**config.mk**
```make
export PLATFORM = sky130hd
export DESIGN_NAME = sfe_front_end
export DESIGN_NICKNAME = d
export VERILOG_FILES = /design/src/hdl/sfe_pkg.sv /design/src/hdl/sfe_front_end.sv
export VERILOG_INCLUDE_DIRS = /design/src /design/src/hdl
export SDC_FILE = /design/constraint.sdc
export NUM_CORES = 1
export LEC_CHECK = 0
export ABC_AREA = 0
export BUFFER_PORTS_ARGS = -buffer_cell sky130_fd_sc_hd__buf_2
export CAP_MARGIN = 10
export CORE_MARGIN = 5
export CORE_UTILIZATION = 38
export CTS_CLUSTER_SIZE = 14
export DETAILED_ROUTE_END_ITERATION = 10
export SYNTH_ARGS = -nofsm -noshare
export SYNTH_HDL_FRONTEND = slang
export SYNTH_SLANG_ARGS = --single-unit
```
**constraint.sdc**
```tcl
create_clock -name core_clk_in -period 4.6 [get_ports core_clk_in]
set_input_delay 0.92 -clock core_clk_in [delete_from_list [all_inputs] [get_ports core_clk_in]]
set_output_delay 0.92 -clock core_clk_in [all_outputs]
set_load 0.05 [all_outputs]
```
**src/hdl/sfe_cfg.svh**
```systemverilog
// Constants for the serial flash host-interface front end
`ifndef SFE_CFG_SVH
`define SFE_CFG_SVH
`define SFE_BYTE_BITS   4'h8
`define SFE_CNT_ZERO    4'h0
`define SFE_CNT_LAST    4'h7
`define SFE_DUAL_LAST   4'h3
`define SFE_CMD_DUALRD  8'h3b
`define SFE_DUMMY_BYTES 4'h4
`endif

```
**src/hdl/sfe_pkg.sv**
```systemverilog
// Types for the serial flash host-interface front end
package sfe_pkg;
    typedef enum logic [1:0] {
        SFE_IDLE   = 2'h0,
        SFE_SHIFT  = 2'h1,
        SFE_DUAL   = 2'h3,
        SFE_BUSYWT = 2'h2
    } sfe_state_t;
endpackage

```
**src/hdl/sfe_front_end.sv**
```systemverilog
// Serial host-interface front end: framing, sampling, shifting, dual read
`timescale 1ns/10ps
`default_nettype none
`include "sfe_cfg.svh"

// Functional notes
// - Deselected: standby, not deep power-down, upper lane released.
// - Deselected: input lane ignored, no command, address or data taken.
// - Each operation starts only after chip select falls.
// - Select rising during internal operation delays standby until done.
// - Input bits sampled on each rising serial clock edge.
// - Output data changes only on falling clock edges, one bit each outside dual read.
// - Dual read data phase drives input pin as output, two bits/edge.
// - Modes 0 and 3 both work; idle clock level picks the mode.
// - Upper data lane carries the high bit of each dual pair.
module sfe_front_end (
    // Clock and reset
    input  wire logic               core_clk_in,
    input  wire logic               reset_in,
    // Serial pins
    input  wire logic               chip_sel_n_in,
    input  wire logic               sck_in,
    input  wire logic               lower_data_lane_in,
    output logic                    lower_data_lane_out,
    output logic                    lower_data_lane_oe_out,
    output logic                    upper_data_lane_out,
    output logic                    upper_data_lane_oe_out,
    // Core side
    input  wire logic               internal_busy_in,
    input  wire logic [7:0]         tx_byte_in,
    output logic [7:0]              rx_byte_out,
    output logic                    rx_valid_out,
    output logic                    tx_load_out,
    output logic                    standby_out,
    output logic                    mode3_out
);
    import sfe_pkg::*;

    ////////////////////////////////////////////////////////////////////////
    // Two-flop synchronisers; the first stage feeds only the second
    logic [2:0] s1_q;
    logic [2:0] s2_q;
    logic       sck_prev_q;
    always_ff @(posedge core_clk_in) begin
        if (reset_in) begin
            s1_q       <= 3'h7;
            s2_q       <= 3'h7;
            sck_prev_q <= 1'h1;
        end else begin
            s1_q       <= {chip_sel_n_in, sck_in, lower_data_lane_in};
            s2_q       <= s1_q;
            sck_prev_q <= s2_q[1];
        end
    end
    logic cs_n;
    logic sck;
    logic sdi;
    logic cs_prev_q;
    assign cs_n = s2_q[2];
    assign sck  = s2_q[1];
    assign sdi  = s2_q[0];
    logic rise;
    logic fall;
    logic cs_fall;
    logic cs_rise;
    // Edges count only while selected, so nothing is taken when deselected
    assign rise    = sck & ~sck_prev_q & ~cs_n;
    assign fall    = ~sck & sck_prev_q & ~cs_n;
    assign cs_fall = ~cs_n & cs_prev_q;
    assign cs_rise = cs_n & ~cs_prev_q;

    ////////////////////////////////////////////////////////////////////////
    // Frame state
    sfe_state_t st_q, st_d;
    logic [3:0] bit_q, bit_d;
    logic [7:0] rx_q, rx_d;
    logic [7:0] tx_q, tx_d;
    logic [3:0] byte_q, byte_d;
    logic       dualcmd_q, dualcmd_d;
    logic       l0_d, l0oe_d, l1_d, l1oe_d, rv_d, tl_d, sb_d, m3_d;
    logic [7:0] rxb_d;

    always_comb begin
        st_d      = st_q;
        bit_d     = bit_q;
        rx_d      = rx_q;
        tx_d      = tx_q;
        byte_d    = byte_q;
        dualcmd_d = dualcmd_q;
        l0_d      = lower_data_lane_out;
        l0oe_d    = lower_data_lane_oe_out;
        l1_d      = upper_data_lane_out;
        l1oe_d    = upper_data_lane_oe_out;
        rv_d      = 1'h0;
        tl_d      = 1'h0;
        sb_d      = standby_out;
        m3_d      = mode3_out;
        rxb_d     = rx_byte_out;
        unique case (st_q)
            SFE_IDLE, SFE_BUSYWT: begin
                l0oe_d = 1'h0;
                l1oe_d = 1'h0;
                if (st_q == SFE_BUSYWT && !internal_busy_in) begin
                    st_d = SFE_IDLE;
                    sb_d = 1'h1;
                end
                if (cs_fall) begin
                    st_d = SFE_SHIFT;
                    sb_d = 1'h0;
                    m3_d = sck;
                    bit_d = `SFE_CNT_ZERO;
                    byte_d = `SFE_CNT_ZERO;
                    dualcmd_d = 1'h0;
                end
            end
            SFE_SHIFT, SFE_DUAL: begin
                if (rise && st_q == SFE_SHIFT) begin
                    rx_d = {rx_q[6:0], sdi};
                    bit_d = bit_q + 4'h1;
                    if (bit_q == `SFE_CNT_LAST) begin
                        rv_d = 1'h1;
                        rxb_d = {rx_q[6:0], sdi};
                        bit_d = `SFE_CNT_ZERO;
                        tx_d = tx_byte_in;
                        tl_d = 1'h1;
                        byte_d = byte_q + 4'h1;
                        if (byte_q == `SFE_CNT_ZERO &&
                            {rx_q[6:0], sdi} == `SFE_CMD_DUALRD)
                            dualcmd_d = 1'h1;
                        if (dualcmd_q && byte_q == `SFE_DUMMY_BYTES)
                            st_d = SFE_DUAL;
                    end
                end
                if (fall && st_q == SFE_SHIFT) begin
                    l1oe_d = 1'h1;
                    l1_d = tx_q[7];
                    tx_d = {tx_q[6:0], 1'h0};
                end
                if (fall && st_q == SFE_DUAL) begin
                    l0oe_d = 1'h1;
                    l1oe_d = 1'h1;
                    l1_d = tx_q[7];
                    l0_d = tx_q[6];
                    tx_d = {tx_q[5:0], 2'h0};
                    bit_d = bit_q + 4'h1;
                    if (bit_q == `SFE_DUAL_LAST) begin
                        bit_d = `SFE_CNT_ZERO;
                        tx_d = tx_byte_in;
                        tl_d = 1'h1;
                    end
                end
                if (cs_n) begin
                    l0oe_d = 1'h0;
                    l1oe_d = 1'h0;
                    st_d = internal_busy_in ? SFE_BUSYWT : SFE_IDLE;
                    sb_d = ~internal_busy_in;
                end
            end
            default: st_d = SFE_IDLE;
        endcase
    end

    always_ff @(posedge core_clk_in) begin
        if (reset_in) begin
            st_q                   <= SFE_IDLE;
            bit_q                  <= `SFE_CNT_ZERO;
            rx_q                   <= 8'h00;
            tx_q                   <= 8'h00;
            byte_q                 <= `SFE_CNT_ZERO;
            dualcmd_q              <= 1'h0;
            cs_prev_q              <= 1'h1;
            lower_data_lane_out    <= 1'h0;
            lower_data_lane_oe_out <= 1'h0;
            upper_data_lane_out    <= 1'h0;
            upper_data_lane_oe_out <= 1'h0;
            rx_valid_out           <= 1'h0;
            tx_load_out            <= 1'h0;
            standby_out            <= 1'h1;
            mode3_out              <= 1'h0;
            rx_byte_out            <= 8'h00;
        end else begin
            st_q                   <= st_d;
            bit_q                  <= bit_d;
            rx_q                   <= rx_d;
            tx_q                   <= tx_d;
            byte_q                 <= byte_d;
            dualcmd_q              <= dualcmd_d;
            cs_prev_q              <= cs_n;
            lower_data_lane_out    <= l0_d;
            lower_data_lane_oe_out <= l0oe_d;
            upper_data_lane_out    <= l1_d;
            upper_data_lane_oe_out <= l1oe_d;
            rx_valid_out           <= rv_d;
            tx_load_out            <= tl_d;
            standby_out            <= sb_d;
            mode3_out              <= m3_d;
            rx_byte_out            <= rxb_d;
        end
    end
endmodule // sfe_front_end
`default_nettype wire

```
== Yosys cells after proc, flatten, opt, wreduce, memory -nomap -nowiden ==
Index checks and enable logic that the tools add are counted.

* Register bits after elaboration: 50
* Input bits: 14
* Logic and storage cells: 120

* Add/subtract/negate cells: 2
* Eq/ne operators: 19
* Multiplexer cells: 44
* Bitwise logic cells: 10
* Reductions and logical operators: 26

{| class="wikitable"
|+ Operators by type and width
! operator !! count
|-
| 2-to-1 mux 8 bit || 5
|-
| 2-to-1 mux 4 bit || 7
|-
| 2-to-1 mux 1 bit || 18
|-
| inequality test 3 bit, second input constant || 6
|-
| case mux 4 bit (2 select lines) || 2
|-
| 2-to-1 mux 2 bit || 7
|-
| AND reduction 2 bit || 6
|-
| inequality test 2 bit, second input constant || 5
|-
| AND reduction 3 bit || 3
|-
| adder 4 x 1 -> 4 bit, second input constant || 2
|-
| equality test 4 x 3 -> 1 bit, second input constant || 2
|-
| equality test 8 x 6 -> 1 bit, second input constant || 1
|-
| case mux 1 bit (2 select lines) || 4
|-
| AND reduction 4 bit || 2
|-
| logical AND 1 bit || 6
|-
| nonzero test 3 bit || 2
|-
| OR reduction 2 bit || 3
|-
| bitwise AND 1 bit || 5
|-
| inverter 1 bit || 5
|-
| equality test 2 bit, second input constant || 2
|-
| equality test 4 x 2 -> 1 bit, second input constant || 1
|-
| logical NOT 4 bit || 1
|-
| inequality test 4 bit, second input constant || 1
|-
| case mux 2 bit (2 select lines) || 1
|-
| 4 further kinds || 4
|}

== Logic depth before layout (Yosys ltp) ==
Gate-level depths: netlist (run 1).

* Word-level depth: 8
* Gate-level depth with buffers: 7
* Gate-level depth less buffers: 6

== Worst setup path after synthesis (run 1) ==
Ideal clock, no wire load.

* Kind: input port to flip-flop
* Start: input port tx_byte_in[2]
* End: register tx_q[2]
* Setup time: 0.132 ns
* Arrival time: 1.653 ns
* Data required time: 4.468 ns
* Slack: 2.815 ns
* Stages: 4
* Buffers on the path: 0
* Path through: or4b_1 -> o31ai_1 -> a22o_1 -> a21oi_1

* Longest elaborated chain between the ends: 4

{| class="wikitable"
|+ Ends and longest elaborated chain
! item !! line !! text
|-
| from (decl) || sfe_front_end.sv:30 || <nowiki>input wire logic [7:0] tx_byte_in,</nowiki>
|-
| 2-to-1 mux 8 bit || sfe_front_end.sv:120 || <nowiki>if (bit_q == `SFE_CNT_LAST) begin</nowiki>
|-
| 2-to-1 mux 8 bit || sfe_front_end.sv:117 || <nowiki>if (rise && st_q == SFE_SHIFT) begin</nowiki>
|-
| 2-to-1 mux 8 bit || sfe_front_end.sv:134 || <nowiki>if (fall && st_q == SFE_SHIFT) begin</nowiki>
|-
| 2-to-1 mux 8 bit * || sfe_front_end.sv:139 || <nowiki>if (fall && st_q == SFE_DUAL) begin</nowiki>
|-
| to (signal assigned) || sfe_front_end.sv:185 || <nowiki>tx_q <= tx_d;</nowiki>
|-
| to (decl) || sfe_front_end.sv:77 || <nowiki>logic [7:0] tx_q, tx_d;</nowiki>
|}

Mark *: on every way between the ends. The rest lies on a longest branch, timed or not. The select of a mux whose other input is x is not followed.
A chain may end at the register's enable or synchronous reset.

== Worst setup path in the final report (run 1) ==
* Start: register st_q[1]
* End: register byte_q[3]

* Longest elaborated chain between the ends: 4

{| class="wikitable"
|+ Ends and longest elaborated chain
! item !! line !! text
|-
| from (decl) || sfe_front_end.sv:74 || <nowiki>sfe_state_t st_q, st_d;</nowiki>
|-
| from (signal assigned) || sfe_front_end.sv:182 || <nowiki>st_q <= st_d;</nowiki>
|-
| equality test 2 x 1 -> 1 bit (tied with other cells) || sfe_front_end.sv:99, sfe_front_end.sv:117 ||
|-
| OR reduction 2 bit or logical AND 1 bit (tied branches) || sfe_front_end.sv:99, sfe_front_end.sv:117 ||
|-
| inequality test 2 bit (no source line) || -- ||
|-
| AND reduction 3 bit (no source line) || -- ||
|-
| to (signal assigned) || sfe_front_end.sv:169 || <nowiki>byte_q <= `SFE_CNT_ZERO;</nowiki>
|-
| to (signal assigned) || sfe_front_end.sv:186 || <nowiki>byte_q <= byte_d;</nowiki>
|-
| to (decl) || sfe_front_end.sv:78 || <nowiki>logic [3:0] byte_q, byte_d;</nowiki>
|}

Parallel ways exist; a longest one is shown, timed or not.

==> impl_metrics.json, run 1 <==
{
  "syn-num-nets": 287,
  "whs_path_depth": 1,
  "power_per_cell_area_mw_per_mm2": 292,
  "die_outline_area_mm2": 0.00766,
  "die_height_um": 87.5,
  "cp_class": "reg2reg",
  "final_layout_size_suffix_gt1_frac": 0.181,
  "gp_congestion": 0.810,
  "placementRows": 28,
  "detailroute.via_count": 1943,
  "drt_iter0_drc": 128,
  "initial_util": 0.388,
  "cts_root_buffer_type": "sky130_fd_sc_hd__clkbuf_8",
  "layout.area.seq_mm2": 0.00100,
  "hold_buffers": 0,
  "timing_hold_violations_final": 0,
  "critical_path_peak_fanout": 24,
  "cts_setup_buffers": 0,
  "vias_per_cell": 5.35,
  "timing.fmax_ghz": 0.405,
  "h_tree_lvls": 2,
  "total_drc_errors_in_the_routed_layout": 0,
  "remaining_overflow_grt": 0,
  "post_cts.resized_instances": 0,
  "crit_path_cell_trace": "nor3b_4, nand3_1, or3_1, a21oi_1",
  "drt.antenna.violating_nets": 0,
  "placedCellCount": 354,
  "cp_slowest_stage_delay_ns": 0.67,
  "multi_input_comb_area_mm2": 0.00117,
  "wire_length_of_the_first_global_routing_pass_um": 8740,
  "worst-path-stages": 4,
  "ys_seq_elements": 50,
  "period_needed_ns": 2.47,
  "crit_path_start_kind": "flip-flop",
  "synth.cell_area_mm2": 0.00228,
  "firstDrtPassIters": 4,
  "power.leakage_nw": 0.916,
  "avgSynthCellArea_um2": 8.46,
  "synth_warnings": 0,
  "yosys.cell_types.count": 47,
  "grt_usage": 0.142,
  "finalSetupViolations": 0,
  "cap_violations": 0,
  "syn2layout_area_growth_pct": 10.6,
  "clock_transition_at_path_regs_ns": 0.09,
  "wire_per_inst_um": 13.8,
  "fin_crit_sh": 0.537,
  "slew_headroom": 0.459,
  "slew_at_the_pin_with_the_worst_max_slew_slack_ns": 0.811,
  "crit_buf_inv": 0,
  "numPortBuffers": 29,
  "crit_path_end_kind": "flip-flop",
  "max_rail_drop_vdd_mv": 0.177,
  "syn-instance-count": 270,
  "io_pins": 30,
  "outcome": "finished, final reports clean",
  "synth-edff-count": 0,
  "design.core.area_mm2": 0.00589,
  "setup.reg_to_reg.worst_slack_ns": 2.13,
  "fin_nets": 304,
  "cp.required_ns": 4.83,
  "cts_tree": "done",
  "buffer_levels_on_the_longest_clock_path": 2,
  "asyncSetResetFlopFracSynth": 0,
  "wirelength_um": 5010,
  "cts-buffers-inserted": 5,
  "dieWidth_um": 87.5,
  "share_of_the_yosys_chip_area_belonging_to_registers": 0.438,
  "timing.critical_path.arrival_ns": 2.70,
  "path_delay_family": "simple AND/OR/NAND/NOR gates",
  "grt_setup_unrepaired": "no",
  "number_of_antenna_violations_at_the_first_check_in_global_routing": 0,
  "worstRegToRegCells": 4,
  "number_of_global_route_vias_before_repair": 1832,
  "antenna_cells": 0,
  "clkLatencyLatePin_ns": 0.30,
  "number_of_pins_exceeding_their_max_slew_limit_in_the_final_report": 0,
  "synth-main-ff-cell": "sky130_fd_sc_hd__dfxtp_1",
  "holdCritPathClass": "reg2reg",
  "holdWs_ns": 0.403,
  "cp_slowest_cell": "sky130_fd_sc_hd__nor3b_4",
  "layout.cells.non_filler": 363,
  "dp.final_hpwl_um": 3430,
  "clock_sink_count": 50,
  "final.setup_skew_ns": 0.0107,
  "grt_max_degree": 48,
  "final.fill_count": 625,
  "finalSetupTns_ns": 0
}
[path summary, 6_finish.rpt]
check | start | endpoint
setup reg to reg | st_q[1]$_SDFFE_PP0P_ | byte_q[3]$_SDFFE_PP0P_
hold reg to reg | s1_q[1]$_SDFF_PP1_ | s2_q[1]$_SDFF_PP1_
hold / removal | s1_q[1]$_SDFF_PP1_ | s2_q[1]$_SDFF_PP1_
setup / recovery | st_q[1]$_SDFFE_PP0P_ | byte_q[3]$_SDFFE_PP0P_
[cell type report]
cell class | count | share of cell area
Multi-Input combinational cell | 194 | 0.461
Sequential cell | 50 | 0.396
Timing Repair Buffer | 30 | 0.0604
Tap cell | 75 | 0.0371
Clock buffer | 7 | 0.0342
Inverter | 6 | 0.00891
Clock inverter | 1 | 0.00198
[layer usage]
metal | up-vias | share of wire | global-route usage
li1 | 992 | - | -
met2 | 30 | 0.44 | 0.213
met1 | 919 | 0.50 | 0.202
met4 | 0 | 0.0076 | 0.0488
met3 | 2 | 0.044 | 0.0310
met5 | - | 0 | 0
[metrics by stage]
step | area, um2 | worst slack (ns) | util | power [mW]
6_report | 2530 | 2.13 | 0.429 | 0.738
5_1_grt | 2530 | 1.87 | 0.429 | 0.773
4_1_cts | 2520 | 1.56 | 0.428 | 0.748
3_5_place_dp | 2430 | 1.59 | 0.413 | 0.484
3_3_place_gp | 2430 | 1.69 | 0.413 | 0.484
2_1_floorplan | 2280 | 2.82 | - | 0.472
[synth_stat cells (2+ instances only)]
library cell | number | share of area
sky130_fd_sc_hd__nor3b_4 | 2 | 0.016
sky130_fd_sc_hd__a211oi_1 | 2 | 0.0066
sky130_fd_sc_hd__dfxtp_1 | 50 | 0.44
sky130_fd_sc_hd__and3_1 | 2 | 0.0055
sky130_fd_sc_hd__a31oi_1 | 4 | 0.011
sky130_fd_sc_hd__or4b_1 | 5 | 0.022
sky130_fd_sc_hd__or2_2 | 8 | 0.022
sky130_fd_sc_hd__a22o_1 | 6 | 0.023
sky130_fd_sc_hd__nor2_1 | 12 | 0.020
sky130_fd_sc_hd__nor2b_1 | 4 | 0.011
sky130_fd_sc_hd__nor3b_1 | 2 | 0.0066
sky130_fd_sc_hd__clkbuf_1 | 11 | 0.018
sky130_fd_sc_hd__buf_2 | 7 | 0.015
sky130_fd_sc_hd__nand3_1 | 18 | 0.039
sky130_fd_sc_hd__nand2b_1 | 4 | 0.011
sky130_fd_sc_hd__nor3_1 | 4 | 0.0088
sky130_fd_sc_hd__ha_1 | 3 | 0.016
sky130_fd_sc_hd__o21ai_0 | 10 | 0.022
sky130_fd_sc_hd__o31ai_1 | 5 | 0.016
sky130_fd_sc_hd__nand4_1 | 6 | 0.016
sky130_fd_sc_hd__nand3b_1 | 2 | 0.0066
sky130_fd_sc_hd__a21oi_1 | 32 | 0.070
sky130_fd_sc_hd__nand2_1 | 42 | 0.069
sky130_fd_sc_hd__inv_1 | 6 | 0.0099
[layout by cell type, fill, tap and decap left out, types with 2 or more instances in the layout]
cell                        n
sky130_fd_sc_hd__nor2_1    12
sky130_fd_sc_hd__nand3_1   18
sky130_fd_sc_hd__nand3b_1   2
sky130_fd_sc_hd__inv_1      6
sky130_fd_sc_hd__or2_2      8
sky130_fd_sc_hd__o21ai_0   10
sky130_fd_sc_hd__a211oi_1   2
sky130_fd_sc_hd__dfxtp_1   50
sky130_fd_sc_hd__nor3b_1    2
sky130_fd_sc_hd__ha_1       3
sky130_fd_sc_hd__a22o_1     6
sky130_fd_sc_hd__nor2b_1    4
sky130_fd_sc_hd__nand4_1    6
sky130_fd_sc_hd__nand2_1   42
sky130_fd_sc_hd__nor3b_4    2
sky130_fd_sc_hd__a21oi_1   32
sky130_fd_sc_hd__buf_2     29
sky130_fd_sc_hd__clkbuf_8   6
sky130_fd_sc_hd__and3_1     2
sky130_fd_sc_hd__or4b_1     5
sky130_fd_sc_hd__nand2b_1   4
sky130_fd_sc_hd__o31ai_1    5
sky130_fd_sc_hd__a31oi_1    4
sky130_fd_sc_hd__nor3_1     4
[flip-flops by register name (all words and copies together) (netlist names), 2 cells and up]
| register | count |
|---|---|
| rx_byte_out | 8 |
| tx_q | 8 |
| rx_q | 7 |
| bit_q | 4 |
| byte_q | 4 |
| s1_q | 3 |
| s2_q | 3 |
| st_q | 2 |
[report_power, final]
part	internal (mW)	leakage [nW]	switching (mW)
Combinational	0.0121	0.463	0.0198
Sequential	0.437	0.405	0.00468
Clock	0.122	0.0482	0.143
[kinds of logic after synthesis]
group                      Yosys count  synth area share
and+or+nand+nor                    122             0.302
AOI/OAI and AO/OA                   67             0.183
DFF                                 50             0.438
buffers and inverters               26            0.0515
adders and majority gates            3            0.0164
xor gates and xnor gates             1           0.00383
muxes                                1           0.00493
Power figures use the tool's default switching activity.
==> inputs of run 2 (changes only) <==
--- a/config.mk
+++ b/config.mk
@@ -6,7 +6,7 @@
 export SDC_FILE = /design/constraint.sdc
 export NUM_CORES = 1
 export LEC_CHECK = 0
-export ABC_AREA = 0
+export ABC_AREA = 1
 export BUFFER_PORTS_ARGS = -buffer_cell sky130_fd_sc_hd__buf_2
 export CAP_MARGIN = 10
 export CORE_MARGIN = 5
==> constraint.sdc (replaced) <==
create_clock -name core_clk_in -period 2.4 [get_ports core_clk_in]
set_input_delay 0.48 -clock core_clk_in [delete_from_list [all_inputs] [get_ports core_clk_in]]
set_output_delay 0.48 -clock core_clk_in [all_outputs]
set_load 0.05 [all_outputs]
==> run 2 against run 1 <==
Clock-buffer cell count down 2. Wire length fell by 1.3%. Cell area is 3.8% higher. Critical endpoint is now st_q[1]$_SDFFE_PP0P_. Highest routed layer unchanged.
==> impl_metrics.json, run 2 <==
{
  "period_needed_ns": 1.59,
  "synth.top_cells.by_count": "sky130_fd_sc_hd__nand2_1, sky130_fd_sc_hd__dfxtp_1, sky130_fd_sc_hd__nor2_1",
  "gp_congestion": 0.906,
  "synth-edff-count": 0,
  "layout_commonest_cell": "sky130_fd_sc_hd__nand2_1",
  "worstHoldStart": "sck_in",
  "numPortBuffers": 29,
  "layout.area.seq_mm2": 0.00100,
  "synth_top_cell_by_area": "sky130_fd_sc_hd__dfxtp_1",
  "grt_usage": 0.138,
  "final.setup_skew_ns": 0.0106,
  "grt_setup_unrepaired": "no",
  "ys_seq_elements": 50,
  "crit_path_cell_trace": "nand2_8, inv_4, nand3_4, nor2_8, nand2_1, nand2_1, nand2_1, nand2_1, nor2_1",
  "number_of_antenna_violations_at_the_first_check_in_global_routing": 0,
  "cap_violations": 0,
  "p_int_mw": 1.09,
  "cts_root_buffer_type": "sky130_fd_sc_hd__clkbuf_8",
  "h_tree_lvls": 2,
  "setup.worst_path.start": "st_q[0]$_SDFFE_PP0P_",
  "initial_util": 0.396,
  "finalSetupViolations": 0,
  "critical_path.most_common_cell": "sky130_fd_sc_hd__nand2_1",
  "path_delay_family": "simple AND/OR/NAND/NOR gates",
  "cts_setup_buffers": 0,
  "slew_headroom": 0.708,
  "final.fill_count": 639,
  "timing.critical_path.arrival_ns": 1.81,
  "power.leakage_nw": 1.11,
  "wire_length_of_the_first_global_routing_pass_um": 8550,
  "synth-main-ff-cell": "sky130_fd_sc_hd__dfxtp_1",
  "io_pins": 30,
  "hold_buffers": 0,
  "setup.reg_to_reg.worst_slack_ns": 0.81,
  "clock_transition_at_path_regs_ns": 0.10,
  "mostFrequentLayoutCells": "sky130_fd_sc_hd__nand2_1, sky130_fd_sc_hd__dfxtp_1, sky130_fd_sc_hd__nor2_1, sky130_fd_sc_hd__buf_2, sky130_fd_sc_hd__a21oi_1",
  "total_drc_errors_in_the_routed_layout": 0,
  "clock_sink_count": 50,
  "cts-buffers-inserted": 5,
  "buffer_levels_on_the_longest_clock_path": 2,
  "largest_registers": "rx_byte_out: 8 flops, tx_q: 8 flops, rx_q: 7 flops",
  "power_per_cell_area_mw_per_mm2": 555,
  "rr_startpoint": "st_q[0]$_SDFFE_PP0P_",
  "fin_crit_sh": 0.664,
  "synth_warnings": 0,
  "syn-num-nets": 319,
  "crit_path_start_kind": "flip-flop",
  "power.net_switching_uw": 371,
  "synth_largest_type_area_fraction": 0.422,
  "dieWidth_um": 89.0,
  "cp_class": "reg2reg",
  "grt_max_degree": 19,
  "dp.final_hpwl_um": 3680,
  "syn-instance-count": 302,
  "finalSetupTns_ns": 0,
  "avgSynthCellArea_um2": 7.85,
  "drt_iter0_drc": 97,
  "number_of_pins_exceeding_their_max_slew_limit_in_the_final_report": 0,
  "wire_per_inst_um": 12.1,
  "die_height_um": 89.0,
  "syn2layout_area_growth_pct": 10.7,
  "cell_with_the_most_instances_after_synthesis": "sky130_fd_sc_hd__nand2_1",
  "firstDrtPassIters": 6,
  "max_rail_drop_vdd_mv": 0.284,
  "power_frac_seq": 0.587,
  "cp.required_ns": 2.62,
  "post_cts.resized_instances": 0,
  "critical_path_peak_fanout": 12,
  "fin_nets": 348,
  "die_outline_area_mm2": 0.00792,
  "antenna_cells": 0,
  "slew_at_the_pin_with_the_worst_max_slew_slack_ns": 0.438,
  "crit_path_end_kind": "flip-flop",
  "pre_cts_ws_ns": 0.773,
  "cp_slowest_cell": "sky130_fd_sc_hd__dfxtp_1",
  "holdWs_ns": 0.353,
  "design.core.area_mm2": 0.00599,
  "timing.fmax_ghz": 0.627,
  "yosys.cell_types.count": 32,
  "p_clk_frac": 0.338,
  "netlist_top_cells_area": "sky130_fd_sc_hd__dfxtp_1, sky130_fd_sc_hd__nand2_1, sky130_fd_sc_hd__a21oi_1",
  "clkLatencyLatePin_ns": 0.31,
  "cp_slowest_stage_delay_ns": 0.60,
  "timing_hold_violations_final": 0,
  "number_of_global_route_vias_before_repair": 1868,
  "worst_slack_ns": 0.805,
  "detailroute.via_count": 1986,
  "final_layout_size_suffix_gt1_frac": 0.268,
  "placementRows": 28,
  "asyncSetResetFlopFracSynth": 0,
  "multi_input_comb_area_mm2": 0.00117,
  "outcome": "finished, final reports clean",
  "remaining_overflow_grt": 0,
  "drt.antenna.violating_nets": 0,
  "vias_per_cell": 4.88,
  "share_of_the_yosys_chip_area_belonging_to_registers": 0.422,
  "synth.cell_area_mm2": 0.00237,
  "wirelength_um": 4940,
  "holdCritPathClass": "in2reg",
  "share_of_the_core_filled_with_cells": 0.438,
  "combPwrFrac": 0.075,
  "swShare": 0.254,
  "crit_buf_inv": 1,
  "totalPowerFinal_mw": 1.46,
  "cts_tree": "done"
}
-- run 2: kinds of logic after synthesis --
logic type,count (synthesis),synth area share
AND/OR/NAND/NOR,146,0.320
adder cells (fa/ha/maj),3,0.0158
AO/OA/AOI/OAI,65,0.156
flip-flops,50,0.422
buffers and inverters,38,0.0850
-- run 2: routing by layer --
| layer | GRT usage | up-vias | share of wire |
|---|---|---|---|
| met5 | 0 | - | 0 |
| met4 | 0.0528 | 0 | 0.017 |
| met3 | 0.0350 | 6 | 0.048 |
| met2 | 0.223 | 40 | 0.45 |
| met1 | 0.178 | 898 | 0.49 |
| li1 | - | 1042 | - |
-- run 2: worst paths after layout --
check                         end  cells past startpoint
max          st_q[1]$_SDFFE_PP0P_                      9
min reg2reg    s2_q[2]$_SDFF_PP1_                      1
max reg2reg  st_q[1]$_SDFFE_PP0P_                      9
min            s1_q[1]$_SDFF_PP1_                      2
-- run 2: stage by stage --
| step | std cells | instance area [um2] |
|---|---|---|
| 6_report | 407 | 2620 |
| 5_1_grt | 407 | 2620 |
| 4_1_cts | 407 | 2620 |
| 3_3_place_gp | 399 | 2530 |
| 2_1_floorplan | 302 | 2370 |
| 3_5_place_dp | 399 | 2530 |
-- run 2: area by class of cell --
type / instances / share of cell area
Clock buffer: 5 / 0.0262
Clock inverter: 3 / 0.00811
Inverter: 29 / 0.0424
Multi-Input combinational cell: 214 / 0.445
Sequential cell: 50 / 0.381
Tap cell: 75 / 0.0358
Timing Repair Buffer: 31 / 0.0610
-- run 2: worst register-to-register path: stages (launching register included) --
cell,delay [ns]
sky130_fd_sc_hd__dfxtp_1,0.60
sky130_fd_sc_hd__nand2_8,0.14
sky130_fd_sc_hd__inv_4,0.08
sky130_fd_sc_hd__nand3_4,0.15
sky130_fd_sc_hd__nor2_8,0.25
sky130_fd_sc_hd__nand2_1,0.08
sky130_fd_sc_hd__nand2_1,0.08
sky130_fd_sc_hd__nand2_1,0.05
sky130_fd_sc_hd__nand2_1,0.05
sky130_fd_sc_hd__nor2_1,0.03
-- run 2: power groups by stage --
stage | Combinational, mW | Sequential, mW | Clock (mW)
global route | 0.121 | 0.858 | 0.555
finish | 0.109 | 0.855 | 0.492
detailed placement | 0.109 | 0.875 | 0
CTS | 0.110 | 0.856 | 0.515
floorplan | 0.0714 | 0.880 | 0
global placement | 0.109 | 0.875 | 0
